## src/rtl/bld_pkg.sv

```systemverilog
package bld_pkg;
  localparam logic [7:0] OPC_ESC = 8'h0F;
  localparam logic [7:0] OPC_ARPL = 8'h63;
  localparam logic [7:0] OPC_BOUND = 8'h62;
  localparam logic [7:0] OPC_GRP1 = 8'h80;
  localparam logic [7:0] OPC_BB0 = 8'h3A;
  localparam logic [7:0] OPC_BB1 = 8'h3B;
  localparam logic [7:0] OPC_BSF = 8'hBC;
  localparam logic [7:0] OPC_BSR = 8'hBD;
  localparam logic [7:0] OPC_BTI = 8'hBA;
  localparam logic [7:0] OPC_BT = 8'hA3;
  localparam logic [7:0] OPC_BTC = 8'hBB;
  localparam logic [7:0] OPC_BTR = 8'hB3;
  localparam logic [7:0] OPC_BTS = 8'hAB;
  localparam logic [4:0] OPC_BSWAP_HI = 5'h19;
  localparam logic [2:0] GRP_ADD = 3'h0;
  localparam logic [2:0] GRP_AND = 3'h4;
  localparam logic [2:0] GRP_BT = 3'h4;
  localparam logic [2:0] GRP_BTS = 3'h5;
  localparam logic [2:0] GRP_BTR = 3'h6;
  localparam logic [2:0] GRP_BTC = 3'h7;
  localparam logic [7:0] CYC_ONE = 8'h01;
  localparam logic [7:0] CYC_BLIT = 8'h02;
  localparam logic [7:0] CYC_BOUND_IN = 8'h07;
  localparam logic [7:0] CYC_BOUND_OUT = 8'h08;
  localparam logic [7:0] CYC_SCAN_REG = 8'h04;
  localparam logic [7:0] CYC_BSF_MEM = 8'h09;
  localparam logic [7:0] CYC_BSR_MEM = 8'h0B;
  localparam logic [7:0] CYC_BSWAP = 8'h06;
  localparam logic [7:0] CYC_ARPL = 8'h09;
  localparam logic [7:0] CYC_BT_MEM = 8'h07;
  localparam logic [7:0] CYC_BTM_REG = 8'h02;
  localparam logic [7:0] CYC_BTM_MEM = 8'h08;
  localparam logic [3:0] BOUND_VEC = 4'h5;
  typedef enum logic [3:0] {
    BLD_OP_NONE = 4'h0, BLD_OP_ADD = 4'h1, BLD_OP_AND = 4'h2,
    BLD_OP_ARPL = 4'h3, BLD_OP_BB0 = 4'h4, BLD_OP_BB1 = 4'h5,
    BLD_OP_BOUND = 4'h6, BLD_OP_BSF = 4'h7, BLD_OP_BSR = 4'h8,
    BLD_OP_BSWAP = 4'h9, BLD_OP_BT = 4'hA, BLD_OP_BTC = 4'hB,
    BLD_OP_BTR = 4'hC, BLD_OP_BTS = 4'hD, BLD_OP_BAD = 4'hE
  } bld_op_type;
  // flag write mask, one bit each: of sf zf af pf cf
  typedef struct packed {
    logic of_w, sf_w, zf_w, af_w, pf_w, cf_w;
    logic of_clr, cf_clr, cf_from_bit;
  } bld_flag_type;
endpackage

```

## src/rtl/bld_dec_if.sv

```systemverilog
`timescale 1ns/100ps
interface bld_dec_if;
  import bld_pkg::*;
  logic [7:0] byte0;
  logic [7:0] byte1;
  logic [7:0] modrm;
  logic prot_mode;
  bld_op_type op;
  bld_flag_type flags;
  logic [7:0] base_cyc;
  logic mem_opnd;
  logic has_imm;
  logic two_byte;
  logic [2:0] reg_sel;
  modport dec (input byte0, byte1, modrm, prot_mode,
    output op, flags, base_cyc, mem_opnd, has_imm, two_byte, reg_sel);
  modport ctl (output byte0, byte1, modrm, prot_mode,
    input op, flags, base_cyc, mem_opnd, has_imm, two_byte, reg_sel);
endinterface

```

## src/rtl/bld_opdec.sv

```systemverilog
`timescale 1ns/100ps
module bld_opdec
  import bld_pkg::*;
(
  bld_dec_if.dec d
);
  wire esc = (d.byte0 == OPC_ESC);
  wire is_mem = (d.modrm[7:6] != 2'h3);
  wire [2:0] grp = d.modrm[5:3];
  wire is_grp1 = (d.byte0[7:2] == OPC_GRP1[7:2]);
  wire is_add_rm = (d.byte0[7:1] == 7'h01);
  wire is_and_rr = (d.byte0[7:2] == 6'h08) && !is_mem;
  wire is_bswap = esc && (d.byte1[7:3] == OPC_BSWAP_HI);
  wire is_bti = esc && (d.byte1 == OPC_BTI);

  function automatic logic [7:0] pick(input logic mem,
                                      input logic [7:0] r,
                                      input logic [7:0] m);
    pick = mem ? m : r;
  endfunction

  bld_op_type op_w;
  always_comb begin
    op_w = BLD_OP_NONE;
    if (is_add_rm)
      op_w = BLD_OP_ADD;
    else if (is_grp1 && grp == GRP_ADD)
      op_w = BLD_OP_ADD;
    else if (is_and_rr)
      op_w = BLD_OP_AND;
    else if (is_grp1 && grp == GRP_AND)
      op_w = BLD_OP_AND;
    else if (d.byte0 == OPC_ARPL)
      op_w = d.prot_mode ? BLD_OP_ARPL : BLD_OP_BAD;
    else if (d.byte0 == OPC_BOUND)
      op_w = BLD_OP_BOUND;
    else if (esc && d.byte1 == OPC_BB0)
      op_w = BLD_OP_BB0;
    else if (esc && d.byte1 == OPC_BB1)
      op_w = BLD_OP_BB1;
    else if (esc && d.byte1 == OPC_BSF)
      op_w = BLD_OP_BSF;
    else if (esc && d.byte1 == OPC_BSR)
      op_w = BLD_OP_BSR;
    else if (is_bswap)
      op_w = BLD_OP_BSWAP;
    else if ((is_bti && grp == GRP_BT) || (esc && d.byte1 == OPC_BT))
      op_w = BLD_OP_BT;
    else if ((is_bti && grp == GRP_BTC) || (esc && d.byte1 == OPC_BTC))
      op_w = BLD_OP_BTC;
    else if ((is_bti && grp == GRP_BTR) || (esc && d.byte1 == OPC_BTR))
      op_w = BLD_OP_BTR;
    else if ((is_bti && grp == GRP_BTS) || (esc && d.byte1 == OPC_BTS))
      op_w = BLD_OP_BTS;
    else
      op_w = BLD_OP_BAD;
  end

  // immediate bit-index forms run the register latency even on memory
  wire bt_mem = is_mem && !is_bti;
  logic [7:0] cyc_w;
  always_comb begin
    unique case (op_w)
      BLD_OP_ARPL: cyc_w = CYC_ARPL;
      BLD_OP_BB0, BLD_OP_BB1: cyc_w = CYC_BLIT;
      BLD_OP_BOUND: cyc_w = CYC_BOUND_IN;
      BLD_OP_BSF: cyc_w = pick(is_mem, CYC_SCAN_REG, CYC_BSF_MEM);
      BLD_OP_BSR: cyc_w = pick(is_mem, CYC_SCAN_REG, CYC_BSR_MEM);
      BLD_OP_BSWAP: cyc_w = CYC_BSWAP;
      BLD_OP_BT: cyc_w = pick(bt_mem, CYC_ONE, CYC_BT_MEM);
      BLD_OP_BTC, BLD_OP_BTR, BLD_OP_BTS:
        cyc_w = pick(bt_mem, CYC_BTM_REG, CYC_BTM_MEM);
      default: cyc_w = CYC_ONE;
    endcase
  end

  bld_flag_type fl_w;
  always_comb begin
    fl_w = '0;
    unique case (op_w)
      BLD_OP_ADD: fl_w = '{1'b1, 1'b1, 1'b1, 1'b1, 1'b1, 1'b1,
                           1'b0, 1'b0, 1'b0};
      BLD_OP_AND: fl_w = '{1'b1, 1'b1, 1'b1, 1'b1, 1'b1, 1'b1,
                           1'b1, 1'b1, 1'b0};
      BLD_OP_ARPL, BLD_OP_BSF, BLD_OP_BSR:
        fl_w.zf_w = 1'b1;
      BLD_OP_BT, BLD_OP_BTC, BLD_OP_BTR, BLD_OP_BTS: begin
        fl_w.cf_w = 1'b1;
        fl_w.cf_from_bit = 1'b1;
      end
      default: fl_w = '0;
    endcase
  end

  assign d.op = op_w;
  assign d.base_cyc = cyc_w;
  assign d.flags = fl_w;
  assign d.mem_opnd = is_mem && !is_bswap && !esc ? is_mem :
                      (esc && !is_bswap && is_mem);
  assign d.has_imm = is_grp1 || is_bti;
  assign d.two_byte = esc;
  assign d.reg_sel = is_bswap ? d.byte1[2:0] : d.modrm[5:3];
endmodule

```

## src/rtl/bld_core.sv

```systemverilog
`timescale 1ns/100ps
module bld_core
  import bld_pkg::*;
(
  input wire logic sys_clk,
  input wire logic rst_n,
  input wire logic issue,
  input wire logic [7:0] byte0,
  input wire logic [7:0] byte1,
  input wire logic [7:0] modrm,
  input wire logic prot_mode,
  input wire logic [7:0] rep_count,
  input wire logic out_of_range,
  input wire logic mem_wait,
  output logic busy,
  output logic done,
  output bld_op_type op,
  output bld_flag_type flag_ctl,
  output logic has_imm,
  output logic [2:0] reg_sel,
  output logic mem_opnd,
  output logic bad_opcode,
  output logic blit_buf0_ptr_rewind,
  output logic blit_buf1_ptr_rewind,
  output logic int_req,
  output logic [3:0] int_vec
);
  typedef enum logic [1:0] {
    BLD_IDLE = 2'b00, BLD_RUN = 2'b01, BLD_FIN = 2'b11
  } bld_state_type;

  bld_dec_if dif();
  assign dif.byte0 = byte0;
  assign dif.byte1 = byte1;
  assign dif.modrm = modrm;
  assign dif.prot_mode = prot_mode;
  bld_opdec u_dec (.d(dif));

  bld_state_type state_r, state_nxt;
  logic [8:0] cnt_r, cnt_nxt;
  bld_op_type op_r;
  logic fire_bound_r;

  // scans pay one clock per position only on the long path
  wire scan_op = (dif.op == BLD_OP_BSF) || (dif.op == BLD_OP_BSR);
  wire [8:0] extra = (scan_op && dif.mem_opnd) ? {1'b0, rep_count} :
                     9'h000;
  wire [8:0] bound_cyc = {1'b0, out_of_range ? CYC_BOUND_OUT :
                          CYC_BOUND_IN};
  wire [8:0] total = (dif.op == BLD_OP_BOUND) ? bound_cyc :
                     ({1'b0, dif.base_cyc} + extra);
  wire start = issue && (state_r == BLD_IDLE);
  // a stalled memory system freezes the countdown rather than dropping it
  wire tick = !mem_wait;
  // cnt_r keeps its last value once idle, so the state must gate the end
  wire last = (state_r == BLD_RUN) && (cnt_r == 9'h001) && tick;

  always_comb begin
    state_nxt = state_r;
    cnt_nxt = cnt_r;
    unique case (state_r)
      BLD_IDLE: if (start) begin
        state_nxt = BLD_RUN;
        cnt_nxt = total;
      end
      BLD_RUN: if (last) begin
        state_nxt = BLD_FIN;
      end else if (tick) begin
        cnt_nxt = cnt_r - 9'h001;
      end
      BLD_FIN: state_nxt = BLD_IDLE;
      default: state_nxt = BLD_IDLE;
    endcase
  end

  always_ff @(posedge sys_clk) begin
    if (!rst_n) begin
      state_r <= BLD_IDLE;
      cnt_r <= 9'h000;
    end else begin
      state_r <= state_nxt;
      cnt_r <= cnt_nxt;
    end
  end

  always_ff @(posedge sys_clk) begin
    if (!rst_n) begin
      op_r <= BLD_OP_NONE;
      flag_ctl <= '0;
      has_imm <= 1'b0;
      reg_sel <= 3'h0;
      mem_opnd <= 1'b0;
      bad_opcode <= 1'b0;
      fire_bound_r <= 1'b0;
    end else if (start) begin
      op_r <= dif.op;
      flag_ctl <= dif.flags;
      has_imm <= dif.has_imm;
      reg_sel <= dif.reg_sel;
      mem_opnd <= dif.mem_opnd;
      bad_opcode <= (dif.op == BLD_OP_BAD);
      fire_bound_r <= (dif.op == BLD_OP_BOUND) && out_of_range;
    end
  end

  always_ff @(posedge sys_clk) begin
    if (!rst_n) begin
      busy <= 1'b0;
      done <= 1'b0;
      blit_buf0_ptr_rewind <= 1'b0;
      blit_buf1_ptr_rewind <= 1'b0;
      int_req <= 1'b0;
      int_vec <= 4'h0;
    end else begin
      busy <= (state_nxt == BLD_RUN);
      done <= (state_r == BLD_RUN) && last;
      blit_buf0_ptr_rewind <= last && (op_r == BLD_OP_BB0);
      blit_buf1_ptr_rewind <= last && (op_r == BLD_OP_BB1);
      int_req <= last && fire_bound_r;
      int_vec <= (last && fire_bound_r) ? BOUND_VEC : 4'h0;
    end
  end
  assign op = op_r;

  // cycles spent in the run state without mem_wait for the current instruction
  logic [8:0] span_r;
  always_ff @(posedge sys_clk) begin
    if (!rst_n)
      span_r <= 9'h000;
    else if (start)
      span_r <= 9'h000;
    else if (state_r == BLD_RUN && tick)
      span_r <= span_r + 9'h001;
  end
endmodule

```

## config.mk

```make
export PLATFORM = sky130hd
export DESIGN_NAME = bld_core
export DESIGN_NICKNAME = d
export VERILOG_FILES = /design/src/rtl/bld_pkg.sv /design/src/rtl/bld_dec_if.sv /design/src/rtl/bld_opdec.sv /design/src/rtl/bld_core.sv
export SDC_FILE = /design/constraint.sdc
export NUM_CORES = 1
export LEC_CHECK = 0
export BUFFER_PORTS_ARGS = -buffer_cell sky130_fd_sc_hd__buf_2
export CAP_MARGIN = 20
export CORE_UTILIZATION = 30
export CTS_CLUSTER_SIZE = 24
export DETAILED_ROUTE_END_ITERATION = 10
export PLACE_DENSITY_LB_ADDON = 0.3
export REMOVE_ABC_BUFFERS = 1
export SKIP_CTS_REPAIR_TIMING = 1
export SLEW_MARGIN = 5
export SYNTH_ARGS = -nofsm -noshare
export SYNTH_HDL_FRONTEND = slang
export SYNTH_SLANG_ARGS = --single-unit
```

## constraint.sdc

```tcl
create_clock -name sys_clk -period 6.4 [get_ports sys_clk]
set_input_delay 0.64 -clock sys_clk [delete_from_list [all_inputs] [get_ports sys_clk]]
set_output_delay 0.64 -clock sys_clk [all_outputs]
set_load 0.03 [all_outputs]
```

==> out/qor.txt <==
WS Path Type = in -> reg
total CTS buffers = 5
worst setup path endpoint = cnt_r[6]
f_max = 0.251 GHz
post-synthesis xor/xnor area fraction = 0.0182
wire length of the first global-routing pass = 10500 um
Net Sw Frac = 0.309
# rows = 32
Setup violations, final = 0
Port Buf Inserts = 60
Worst path slowest cell = fa_1
DP HPWL = 4860 um
wire length per cell = 13.8 um
R2R Setup Slk = 3.65 ns
IO Count = 66
largest family of logic cells by synthesized area = simple AND/OR/NAND/NOR gates
number of synthesized flops with an enable pin = 0
Worst path most repeated cell = nor2_1
Reg-to-Reg End = cnt_r[4]
share of cells above drive strength 1 = 0.231
Clock Power Share = 0.381
Fin. Hold Viols = 0
HP Class = reg -> reg
Fin Setup TNS = 0 ns
worst stage delay on the critical path = 0.49 ns
predominant post-synthesis flop cell = dfxtp_1
Reg power frac = 0.388
CP endpoint kind = register
Worst VDD drop = 0.0000781 V
fin crit share = 0.622
initial antenna violation count = 0
CTS tree = yes
syn avg cell area = 7.63 um2
adder-cell share of the synthesized area = 0.0396
area added between synthesis and finish = 18.6%
CP Cell Sequence = buf_2 -> nor4b_4 -> nand4_2 -> o311a_1 -> a211oi_2 -> nand2_1 -> a2bb2oi_1 -> o221ai_1 -> fa_1 -> a21o_1 -> a21oi_1 -> nor2_1 -> xor2_1 -> a31oi_1 -> o22a_1 -> nor2_1
startpoint types = input port
clk_lat worst skew = 0.29 ns
Syn Std Cell Area = 2400 um2
commonest non-fill, non-tap cell in the layout = buf_2
Final min period = 3.98 ns
sequential share of the synthesized area = 0.267
Synth Area in Simple Gates = 0.364
Vias/cell = 5.24
Worst-path clk slew = 0.07 ns
H-tree depth = 2
Comb power frac = 0.231
CP top delay family = compound AO/OA/AOI/OAI gates
Worst Setup SP = byte0[7]
cell count after synthesis = 315
worst-path fanout max = 8
most frequent cells in the layout = 60 x buf_2, 36 x nor2_1, 32 x dfxtp_1
core area = 7730 um2
chip height = 91.5 um
Slew headroom = 0.466
Synth Area in Compound Gates = 0.230
die area = 8370 um2
CP required = 6.55 ns
synth warn = 0
CTS sink cnt = 32
DRC Markers = 0
Bufs and invs on worst path = 1
post-synthesis async set-or-reset flop share = 0
1st-iter DRT viols = 132
Worst R2R Path Depth = 7
Die Width = 91.5 um
status = finished clean
Longest Clk Path Bufs = 2
vias in the first global route = 2215
Initial Util = 0.311
mux cell area share after synthesis = 0.0214
# nets final = 407
Leak Pwr = 1.26 nW
Fillers = 822
CTS Root Cell = clkbuf_8
worst slew pin tran = 0.800 ns
flops & latches, synth = 32
RePlAce Congestion = 0.887
worst slack at placement = 2.15 ns
Remaining Overflow, GRT = 0
Worst Clk Skew = 0.00901 ns
Pwr per Cell Area = 202 nW/um2
Routed Antenna Nets = 0
MaxCap Viol Count = 0
final WL = 6410 um
DR pass1 iterations = 4
RSZ-0062 raised after global routing = no
switching power = 0.178 mW
largest net degree at the start of global routing = 23
Slew Limit Fails = 0
synth unique cells = 66
internal cell power = 0.397 mW
worst setup margin = 2.42 ns
number of stages on the worst setup path = 16
Reg2Reg Launch Point = state_r[0]
Vias = 2437
GR Util All Layers = 0.156
n_diodes = 0
Worst Path Arrival = 4.14 ns
==> registers in the layout (all words and copies together), names as in the netlist, 2 cells and up <==
name and flops:
flag_ctl 5, cnt_r 9, op 4, reg_sel 3
state_r 2
==> cell families after synthesis <==
family | count (synthesis)
muxes | 5
AOI/OAI and AO/OA | 84
DFF | 32
xor gates and xnor gates | 5
buffers and inverters | 28
and+or+nand+nor | 153
adders and majority gates | 7
other | 1
==> power groups by stage <==
stage               Combinational (mW)  Sequential (mW)  Clock (mW)
floorplan                       0.0679            0.244           0
global placement                 0.129            0.227           0
detailed placement               0.131            0.227           0
CTS                              0.132            0.223       0.222
global route                     0.146            0.225       0.235
finish                           0.133            0.223       0.219
==> worst min-delay path, stage by stage (launching register included) <==
cell and delay (ns):
dfxtp_1 0.31, nand2_1 0.05, a21oi_1 0.05
==> area by class of cell <==
class	count	area, um2	share of cell area
Multi-Input combinational cell	256	1620	0.570
Sequential cell	32	641	0.225
Timing Repair Buffer	61	308	0.108
Tap cell	102	128	0.0448
Clock buffer	7	96.3	0.0338
Clock inverter	1	30.0	0.0105
Inverter	6	22.5	0.00791
==> Yosys cell counts, types with 6 or more instances <==
library cell,number,share of area
and3_1,7,0.018
nor2_1,36,0.056
o21ai_0,13,0.027
nand3_1,13,0.027
nand2_1,26,0.041
dfxtp_1,32,0.27
ha_1,6,0.031
a21oi_1,26,0.054
inv_1,6,0.0094
a211oi_1,8,0.025
and2_1,8,0.021
clkbuf_1,9,0.014
nor3_1,13,0.027
nor2b_1,8,0.021
buf_4,8,0.025
==> metrics by stage <==
step	cells	utilization	hold slack [ns]	cell area (um2)	total power, mW
2_1_floorplan	294	-	0.432	2290	0.312
3_3_place_gp	457	0.352	0.439	2720	0.356
3_5_place_dp	457	0.352	0.445	2720	0.359
4_1_cts	465	0.369	0.458	2850	0.577
5_1_grt	465	0.369	0.474	2850	0.606
6_report	465	0.369	0.458	2850	0.575
==> metal layers <==
layer	routed length (um)	track usage
met4	84	0.0489
met2	2800	0.242
met1	3190	0.218
met5	0	0
met3	332	0.0268
==> how the worst min path moves through the flow <==
| stage | depth (start not counted) | start | endpoint | slack [ns] |
|---|---|---|---|---|
| after global placement | 1 | op[0] | blit_buf0_ptr_rewind | 0.44 |
| after CTS | 2 | fire_bound_r | fire_bound_r | 0.46 |
| after floorplan | 2 | fire_bound_r | fire_bound_r | 0.43 |
| after global routing | 2 | mem_opnd | mem_opnd | 0.47 |
| final | 2 | fire_bound_r | fire_bound_r | 0.46 |
| after detailed placement | 1 | op[0] | blit_buf0_ptr_rewind | 0.44 |
Note: power is estimated with default switching activity, not from simulation.
